`src/rtl/cis_pkg.sv`:
```
// constants and types for the core instruction subset block
//
// Notes on behaviour
// - bit clear zeroes bit b, flags kept
// - negative branch: pc plus two plus 2n
// - halt clears watchdog, postscaler; sets timeout flag
// - halt clears powerdown flag, waits for wake
// - subtract acc minus reg minus inverted carry
package cis_pkg;
  // ==========================================================
  // opcode encodings (upper bits of the 16-bit instruction word; halt is the whole word)
  localparam logic [3:0] CIS_OP_BIT_CLEAR = 4'h9;
  localparam logic [7:0] CIS_OP_BRANCH_NEG = 8'hE6;
  localparam logic [15:0] CIS_OP_HALT = 16'h0003;
  localparam logic [5:0] CIS_OP_SUB_BORROW = 6'h15;
  // ==========================================================
  // axi4-lite register byte addresses
  localparam logic [7:0] CIS_ADDR_INSTR = 8'h00;
  localparam logic [7:0] CIS_ADDR_FILE = 8'h04;
  localparam logic [7:0] CIS_ADDR_ACC = 8'h08;
  localparam logic [7:0] CIS_ADDR_STATUS = 8'h0C;
  localparam logic [7:0] CIS_ADDR_PC = 8'h10;
  localparam logic [7:0] CIS_ADDR_WAKE = 8'h14;
  localparam logic [7:0] CIS_ADDR_WDOG = 8'h18;
  // ==========================================================
  // status field positions
  localparam int CIS_ST_C = 0;
  localparam int CIS_ST_DC = 1;
  localparam int CIS_ST_Z = 2;
  localparam int CIS_ST_OV = 3;
  localparam int CIS_ST_N = 4;
  localparam int CIS_ST_PD = 5;
  localparam int CIS_ST_TO = 6;
  localparam int CIS_ST_HALT = 7;
  // ==========================================================
  // reset values and response codes
  localparam logic [7:0] CIS_STATUS_RST = 8'h60;
  localparam logic [20:0] CIS_PC_RST = 21'h000000;
  localparam logic [1:0] CIS_RESP_OKAY = 2'h0;
  localparam logic [1:0] CIS_RESP_SLVERR = 2'h2;
  localparam logic [1:0] CIS_RESP_DECERR = 2'h3;
  localparam logic [1:0] CIS_BRANCH_CYCLES = 2'h2;
  // ==========================================================
  typedef enum logic [1:0] {CIS_RUN, CIS_BRANCH_WAIT, CIS_HALTED} cis_state_type;
endpackage : cis_pkg

```
`src/rtl/cis_core_instruction_subset.sv`:
```
// execution unit for bit clear, negative branch, halt and subtract with borrow
//
// Added by the designer: the placing of the registers and the AXI4-Lite register port.
`timescale 1ns/1ps
`default_nettype none
module cis_core_instruction_subset
  import cis_pkg::*;
#(
  parameter int WDOG_WIDTH = 16
) (
  input wire logic aclk,
  input wire logic aresetn,
  input wire logic [7:0] s_axi_awaddr,
  input wire logic s_axi_awvalid,
  output logic s_axi_awready,
  input wire logic [31:0] s_axi_wdata,
  input wire logic [3:0] s_axi_wstrb,
  input wire logic s_axi_wvalid,
  output logic s_axi_wready,
  output logic [1:0] s_axi_bresp,
  output logic s_axi_bvalid,
  input wire logic s_axi_bready,
  input wire logic [7:0] s_axi_araddr,
  input wire logic s_axi_arvalid,
  output logic s_axi_arready,
  output logic [31:0] s_axi_rdata,
  output logic [1:0] s_axi_rresp,
  output logic s_axi_rvalid,
  input wire logic s_axi_rready,
  input wire logic wake_event,
  output logic halted
);

  typedef struct packed {
    logic aw_got;
    logic [7:0] aw_addr;
    logic w_got;
    logic [31:0] w_data;
    logic [3:0] w_strb;
    logic bvalid;
    logic [1:0] bresp;
    logic rvalid;
    logic [31:0] rdata;
    logic [1:0] rresp;
    logic [7:0] file_reg;
    logic [7:0] acc;
    logic [7:0] status;
    logic [20:0] pc;
    logic [WDOG_WIDTH-1:0] wdog;
    logic [7:0] postscale;
    cis_state_type state;
    logic wake_s1;
    logic wake_s2;
    logic awready;
    logic wready;
    logic arready;
    logic halted;
  } cis_regs_type;

  cis_regs_type r_q;
  cis_regs_type r_d;
  logic [8:0] diff;
  logic [4:0] ldiff;
  logic [7:0] res;
  logic [15:0] ins;

  // ==========================================================
  // next state: bus slave plus instruction execution
  always_comb begin
    r_d = r_q;
    ins = r_q.w_data[15:0];
    // wake pin synchroniser
    r_d.wake_s1 = wake_event;
    r_d.wake_s2 = r_q.wake_s1;
    // subtract datapath: borrow in is inverted carry
    diff = {1'b0, r_q.acc} - {1'b0, r_q.file_reg} - {8'h00, ~r_q.status[CIS_ST_C]};
    ldiff = {1'b0, r_q.acc[3:0]} - {1'b0, r_q.file_reg[3:0]} - {4'h0, ~r_q.status[CIS_ST_C]};
    res = diff[7:0];
    // watchdog runs while not halted
    if (r_q.state != CIS_HALTED) begin
      r_d.wdog = r_q.wdog + 1'b1;
      if (&r_q.wdog) begin
        r_d.postscale = r_q.postscale + 8'h01;
      end
    end
    // two-cycle branch second slot
    if (r_q.state == CIS_BRANCH_WAIT) begin
      r_d.state = CIS_RUN;
    end
    // leave halt on synchronised wake
    if (r_q.state == CIS_HALTED && r_q.wake_s2) begin
      r_d.state = CIS_RUN;
    end
    // write address and data taken in either order
    if (s_axi_awvalid && !r_q.aw_got && !r_q.bvalid) begin
      r_d.aw_got = 1'b1;
      r_d.aw_addr = s_axi_awaddr;
    end
    if (s_axi_wvalid && !r_q.w_got && !r_q.bvalid) begin
      r_d.w_got = 1'b1;
      r_d.w_data = s_axi_wdata;
      r_d.w_strb = s_axi_wstrb;
    end
    if (r_q.bvalid && s_axi_bready) begin
      r_d.bvalid = 1'b0;
    end
    // perform the write once both halves are held
    if (r_q.aw_got && r_q.w_got) begin
      r_d.aw_got = 1'b0;
      r_d.w_got = 1'b0;
      r_d.bvalid = 1'b1;
      r_d.bresp = CIS_RESP_OKAY;
      if (r_q.aw_addr == CIS_ADDR_INSTR) begin
        if (r_q.state != CIS_RUN) begin
          r_d.bresp = CIS_RESP_SLVERR; // busy: branch slot or halted
        end else if (ins[15:12] == CIS_OP_BIT_CLEAR) begin
          r_d.file_reg[ins[11:9]] = 1'b0;
          r_d.pc = r_q.pc + 21'h000002;
        end else if (ins[15:8] == CIS_OP_BRANCH_NEG) begin
          // taken branch adds 2 plus 2n
          if (r_q.status[CIS_ST_N]) begin
            r_d.pc = r_q.pc + 21'h000002 + {{12{ins[7]}}, ins[7:0], 1'b0};
            r_d.state = CIS_BRANCH_WAIT;
          end else begin
            r_d.pc = r_q.pc + 21'h000002;
          end
        end else if (ins == CIS_OP_HALT) begin
          // clear watchdog and postscaler, set timeout
          r_d.wdog = '0;
          r_d.postscale = 8'h00;
          r_d.status[CIS_ST_TO] = 1'b1;
          r_d.status[CIS_ST_PD] = 1'b0;
          r_d.state = CIS_HALTED;
          r_d.pc = r_q.pc + 21'h000002;
        end else if (ins[15:10] == CIS_OP_SUB_BORROW) begin
          if (ins[9]) begin
            r_d.file_reg = res;
          end else begin
            r_d.acc = res;
          end
          // flags from result, carry is not-borrow
          r_d.status[CIS_ST_C] = ~diff[8];
          r_d.status[CIS_ST_DC] = ~ldiff[4];
          r_d.status[CIS_ST_Z] = (res == 8'h00);
          r_d.status[CIS_ST_N] = res[7];
          r_d.status[CIS_ST_OV] = (r_q.acc[7] != r_q.file_reg[7]) && (res[7] != r_q.acc[7]);
          r_d.pc = r_q.pc + 21'h000002;
        end else begin
          r_d.bresp = CIS_RESP_SLVERR; // unsupported opcode
        end
      end else if (r_q.aw_addr == CIS_ADDR_FILE) begin
        if (r_q.w_strb[0]) r_d.file_reg = r_q.w_data[7:0];
      end else if (r_q.aw_addr == CIS_ADDR_ACC) begin
        if (r_q.w_strb[0]) r_d.acc = r_q.w_data[7:0];
      end else if (r_q.aw_addr == CIS_ADDR_STATUS) begin
        if (r_q.w_strb[0]) r_d.status[4:0] = r_q.w_data[4:0];
      end else if (r_q.aw_addr == CIS_ADDR_PC) begin
        if (&r_q.w_strb[2:0]) r_d.pc = r_q.w_data[20:0];
      end else if (r_q.aw_addr == CIS_ADDR_WAKE || r_q.aw_addr == CIS_ADDR_WDOG) begin
        r_d.bresp = CIS_RESP_OKAY; // read-only, write ignored
      end else begin
        r_d.bresp = CIS_RESP_DECERR;
      end
    end
    // read channel: one-cycle answer
    if (r_q.rvalid && s_axi_rready) begin
      r_d.rvalid = 1'b0;
    end
    if (s_axi_arvalid && !r_q.rvalid) begin
      r_d.rvalid = 1'b1;
      r_d.rresp = CIS_RESP_OKAY;
      r_d.rdata = 32'h00000000;
      if (s_axi_araddr == CIS_ADDR_INSTR) begin
        r_d.rdata = {16'h0000, r_q.w_data[15:0]};
      end else if (s_axi_araddr == CIS_ADDR_FILE) begin
        r_d.rdata = {24'h000000, r_q.file_reg};
      end else if (s_axi_araddr == CIS_ADDR_ACC) begin
        r_d.rdata = {24'h000000, r_q.acc};
      end else if (s_axi_araddr == CIS_ADDR_STATUS) begin
        r_d.rdata = {24'h000000, r_q.state == CIS_HALTED, r_q.status[6:0]};
      end else if (s_axi_araddr == CIS_ADDR_PC) begin
        r_d.rdata = {11'h000, r_q.pc};
      end else if (s_axi_araddr == CIS_ADDR_WAKE) begin
        r_d.rdata = {31'h00000000, r_q.wake_s2};
      end else if (s_axi_araddr == CIS_ADDR_WDOG) begin
        r_d.rdata = 32'({r_q.postscale, r_q.wdog});
      end else begin
        r_d.rresp = CIS_RESP_DECERR;
      end
    end
    // ready and halt outputs taken from the next state, so each pin is a flop
    // with the same timing as the combinational form it replaces
    r_d.awready = !r_d.aw_got && !r_d.bvalid;
    r_d.wready = !r_d.w_got && !r_d.bvalid;
    r_d.arready = !r_d.rvalid;
    r_d.halted = (r_d.state == CIS_HALTED);
  end

  // ==========================================================
  // state register
  always_ff @(posedge aclk) begin
    if (!aresetn) begin
      r_q <= '0;
      r_q.status <= CIS_STATUS_RST;
      r_q.pc <= CIS_PC_RST;
      r_q.state <= CIS_RUN;
      r_q.awready <= 1'b1; // idle slave accepts at once
      r_q.wready <= 1'b1;
      r_q.arready <= 1'b1;
    end else begin
      r_q <= r_d;
    end
  end

  // ==========================================================
  // outputs straight from flip-flops
  assign s_axi_awready = r_q.awready;
  assign s_axi_wready = r_q.wready;
  assign s_axi_bvalid = r_q.bvalid;
  assign s_axi_bresp = r_q.bresp;
  assign s_axi_arready = r_q.arready;
  assign s_axi_rvalid = r_q.rvalid;
  assign s_axi_rdata = r_q.rdata;
  assign s_axi_rresp = r_q.rresp;
  assign halted = r_q.halted;

endmodule // cis_core_instruction_subset
`default_nettype wire

```
`config.mk`:
```
export PLATFORM = sky130hd
export DESIGN_NAME = cis_core_instruction_subset
export DESIGN_NICKNAME = d
export VERILOG_FILES = /design/src/rtl/cis_pkg.sv /design/src/rtl/cis_core_instruction_subset.sv
export SDC_FILE = /design/constraint.sdc
export NUM_CORES = 1
export LEC_CHECK = 0
export BUFFER_PORTS_ARGS = -buffer_cell sky130_fd_sc_hd__buf_2
export CORE_MARGIN = 3
export CORE_UTILIZATION = 40
export DETAILED_ROUTE_END_ITERATION = 7
export GPL_TIMING_DRIVEN = 0
export HOLD_SLACK_MARGIN = 0.08
export MAX_ROUTING_LAYER = met4
export SETUP_SLACK_MARGIN = 0.15
export SYNTH_ARGS = -nofsm -noshare
export SYNTH_HDL_FRONTEND = slang
export SYNTH_SLANG_ARGS = --single-unit
```
`constraint.sdc`:
```
create_clock -name aclk -period 3.1 [get_ports aclk]
set_input_delay 0.465 -clock aclk [delete_from_list [all_inputs] [get_ports aclk]]
set_output_delay 0.465 -clock aclk [all_outputs]
set_load 0.02 [all_outputs]
```
* Yosys cells after proc, flatten, opt, wreduce, memory -nomap -nowiden
Index checks and enable logic that the tools add are counted.
Operators by class: reductions and logical operators 39, equal/unequal tests 36, mux-type cells 76, bitwise logic cells 8, $add $sub $neg 8, order comparisons 2
Operators by type and width (count):
- $mux 26 | 8
- $mux 24 | 8
- $mux 21 | 7
- $mux 16 | 5
- $mux 8 | 9
- $mux 52 | 1
- $eq 8x5->1 const B | 6
- $mux 2 | 22
- $mux 37 | 1
- $mux 35 | 1
- $eq 8x4->1 const B | 4
- $mux 32 | 1
- $mux 5 | 5
- $logic_not 8->1 | 3
- $add 21x2->21 const B | 1
- $add 21x21->21 | 1
- $reduce_and 10->1 | 2
- $ne 2x2->1 const B | 9
- $add 16x1->16 const B | 1
- $eq 16x2->1 const B | 1
- $eq 8x3->1 const B | 2
- $reduce_and 16->1 | 1
- $reduce_and 8->1 | 2
- $reduce_bool 2->1 | 7
- 30 further kinds | 61
Storage, ports and cells: register bits after elaboration 159, output and inout bits 42, word-level logic and storage cells 193, input bits 60

* Logic depth before layout (Yosys ltp)
depth in word-level cells 12, depth in mapped cells 15, depth with buffers taken out 15

* Worst setup path before layout
No wires, ideal clock.
path type register to register, start reg r_q[33] (netlist bit), end reg r_q[52] (netlist bit), data arrival time 2845 ps, path buffers 0, stages on the path, launching flop included 16, library setup time 129 ps, slack 126 ps, cell sequence dfxtp_1 -> ha_1 -> nand4_1 -> nor2_1 -> and4_1 -> nand2_1 -> xnor2_1 -> ha_1 -> a21oi_1 -> o21bai_1 -> a21oi_1 -> nand2b_1 -> a21oi_1 -> mux2_2 -> a211oi_1 -> a31oi_1
Between the ends: longest elaborated chain between the ends 7
RTL lines:
- start, declared | line cis_core_instruction_subset.sv:60 | cis_regs_type r_q;
- start signal, assigned | line cis_core_instruction_subset.sv:211 | r_q <= r_d;
- $add 21x2->21 (*)
- $add 21x21->21 / $mux 26 (equally long branches) | line cis_core_instruction_subset.sv:122, cis_core_instruction_subset.sv:135
- $mux 21 (on tied branches) | line cis_core_instruction_subset.sv:121, cis_core_instruction_subset.sv:127
- $mux 21 | line cis_core_instruction_subset.sv:119 | end else if (ins[15:8] == CIS_OP_BRANCH_NEG) begin
- $mux 21 (*) | line cis_core_instruction_subset.sv:116 | end else if (ins[15:12] == CIS_OP_BIT_CLEAR) begin
- $mux 52 (*) | line cis_core_instruction_subset.sv:114 | if (r_q.state != CIS_RUN) begin
- $mux 26 (*) | line cis_core_instruction_subset.sv:113 | if (r_q.aw_addr == CIS_ADDR_INSTR) begin
Every way passes the cells marked *; elsewhere a longest branch is shown, timed or not. The select of a mux whose other input is x is not followed. A chain may end at the register's enable or synchronous reset.

* Worst setup path after layout
start reg r_q[37] (netlist bit), end reg r_q[52] (netlist bit)
Same word-level chain as after synthesis.

==> results.ini <==
[setup_path]
slowest_delay_ns=0.44
cp_max_fo=7
crit_buf_inv=1
startpoint_type=flop
end_kind=flop
cpLargestDelayFamily=simple AND/OR/NAND/NOR gates
cp_cell_sequence=nand3_1, or3_4, nor2_2, nand3_1, xnor2_1, ha_1, inv_1, o21bai_1, a21oi_2, nand2b_4, a21oi_2, mux2_4, a211oi_2, a31oi_1
ff2ff_path_depth=14
worstPathRequired_ns=3.42
cp_data_arrival_time_ns=3.37
criticalPathCategory=reg2reg
slowest_stage=or3_4
cp.depth=14

[clocking]
cts_max_path_buffers=2
postCtsHoldBufs=0
clkLatencyLatePin_ns=0.43
cts_inserted_buffers=17
cts-root-buf=clkbuf_16
cts_tree=done
cts_sinks=138
htreeDepth=4
path_clk_slew_ns=0.07

[worst_hold_path]
hold_depth=2
hp-class=in2reg

[placement]
dpl.hpwl_um=21000
place_area_um2=9260
gp_congestion=0.925
portBuffers=79
dp_slack_ns=-0.499

[floorplanning]
dieWidth_um=152
row_count=52
die-area_um2=23000
dieHeight_um=152
fp.coreArea_um2=20600
ios=102
start_util_pct=41.3

[sta]
period_minus_slack_ns=3.06
tns_ns=0
rsz0062_at_grt=true
hold_violations=0
maxSlewHeadroom_pct=31.8
finalSetupViolCount=0
hold_ws_ns=0.270
finalMaxSlewViolations=0
fin_skew_ns=0.0107
fin_crit_sh_pct=98.6
tightest_slew_ns=1.01
fmax_mhz=327
final.setup.worst_slack_ns=0.0421

[yosys]
synthTopCellsByCount=dfxtp_1 (138), nand2_1 (136), nor2_1 (72), o21ai_0 (72), a21oi_1 (45)
ys_seq_elements=138
synth_top_area_share_pct=32.5
ys_async_sr_fraction_pct=0
seq_area_frac_synth_pct=32.5
yosysMostFrequentCell=dfxtp_1
syn_area_um2=8500
ys_types=75
synth.area.top_cells=dfxtp_1 (32%), nand2_1 (6.0%), ha_1 (5.3%)
syn-instance-count=1048
ys.flop_type=dfxtp_1
synth-edff-count=0
synth_top_cell_by_area=dfxtp_1
yosysWarnings=0
syn_avg_cell_area_um2=8.11

[layout]
syn_to_final_growth_pct=22.5
drive_gt1_share_pct=22.6
nets=1288
diodes=0
fin_area_um2=10400

[grt]
globalRouteMet1Util_pct=33.6
grtUsageMet3_pct=4.88
grt-ovfl-total=0
grt.met2_usage_pct=37.9
antenna_found_initial=0
grt-busiest-layer=met2
first_global_vias=7596
grt_pass1_wl_um=42400
grt_util_all_layers_pct=24.8
grt_max_degree=17

[route]
drc=0
viasPerCell=5.68
vias=8367
drtAntennaViolNets=0
drt-total-wl_um=28200
wl_per_cell_um=19.1
firstDrtPassIters=6
dr.first_iter.drc_count=857

[job]
max_cap_viol_count=0

[run_status]
status=finished, final reports clean

[power]
ir_drop_uv=405
p_per_area_nw_per_um2=436
p_leak_uw=0.00446

final timing paths:
kind,startpoint,endpoint,slack [ns]
max,r_q[37]$_SDFFE_PN0P_,r_q[52]$_SDFFE_PN0P_,0.04
min,wake_event,r_d[4]$_SDFF_PN0_,0.27
max reg2reg,r_q[37]$_SDFFE_PN0P_,r_q[52]$_SDFFE_PN0P_,0.04
min reg2reg,r_d[4]$_SDFF_PN0_,r_q[4]$_SDFF_PN0_,0.44
logic make-up after synthesis:
group / count (synthesis) / synth area share [%]
simple gates: 369 / 21.7
compound gates: 293 / 23.5
flops: 138 / 32.5
buf+inv: 128 / 7.64
xor+xnor: 60 / 6.18
fa+ha+maj: 39 / 6.01
mux: 20 / 2.37
other cells: 1 / 0.0441
power by group:
part	internal [uW]	leakage, uW	switching (uW)
sequential	1830	0.00113	78.3
clock	1110	0.000254	820
combinational	254	0.00308	443
total	3200	0.00446	1340
cell type report:
type | instances | area, um2
fill | 1989 | 10100
multi-input combinational | 789 | 5390
sequential | 138 | 2790
timing repair buffer | 115 | 681
buffer | 93 | 532
clock buffer | 20 | 437
tap | 270 | 338
inverter | 35 | 131
clock inverter | 12 | 116
registers in the layout, indices dropped and copies added (netlist names):
register	cells
s_axi_bresp	2
s_axi_rresp	1
ins	16
halted	1
s_axi_rvalid	1
r_q	88
s_axi_bvalid	1
s_axi_rdata	24
r_d	1
s_axi_awready	1
s_axi_wready	1
s_axi_arready	1
metal layers:
layer | share of wire [%] | up-vias
li1 | - | 4001
met1 | 45 | 3965
met3 | 7.5 | 45
met2 | 46 | 356
met5 | 0 | -
met4 | 1.9 | 0
placed cells by master (no fill, tap or decap), types with 31 or more instances in the layout:
cell type	n
nand2_1	135
dfxtp_1	129
buf_2	89
buf_4	71
nor2_1	69
o21ai_0	66
clkbuf_1	42
a21oi_1	36
inv_1	35
a21boi_0	34
nor2b_1	31
metrics by stage:
| stage | util (%) | std cells | power [uW] |
|---|---|---|---|
| floorplan | - | 1055 | 2360 |
| global placement | 45.1 | 1404 | 2580 |
| detailed placement | 45.1 | 1404 | 2590 |
| CTS | 49.3 | 1462 | 4510 |
| global route | 50.7 | 1472 | 4690 |
| finish | 50.7 | 1472 | 4540 |
what timing repair did:
item,in CTS,in global routing
endpoints found under the setup margin,10,9
pin swaps,25,37
buffers inserted,26,10
gates resized for setup,39,46
endpoints found under the hold margin,0,0
Power figures use the tool's default switching activity.
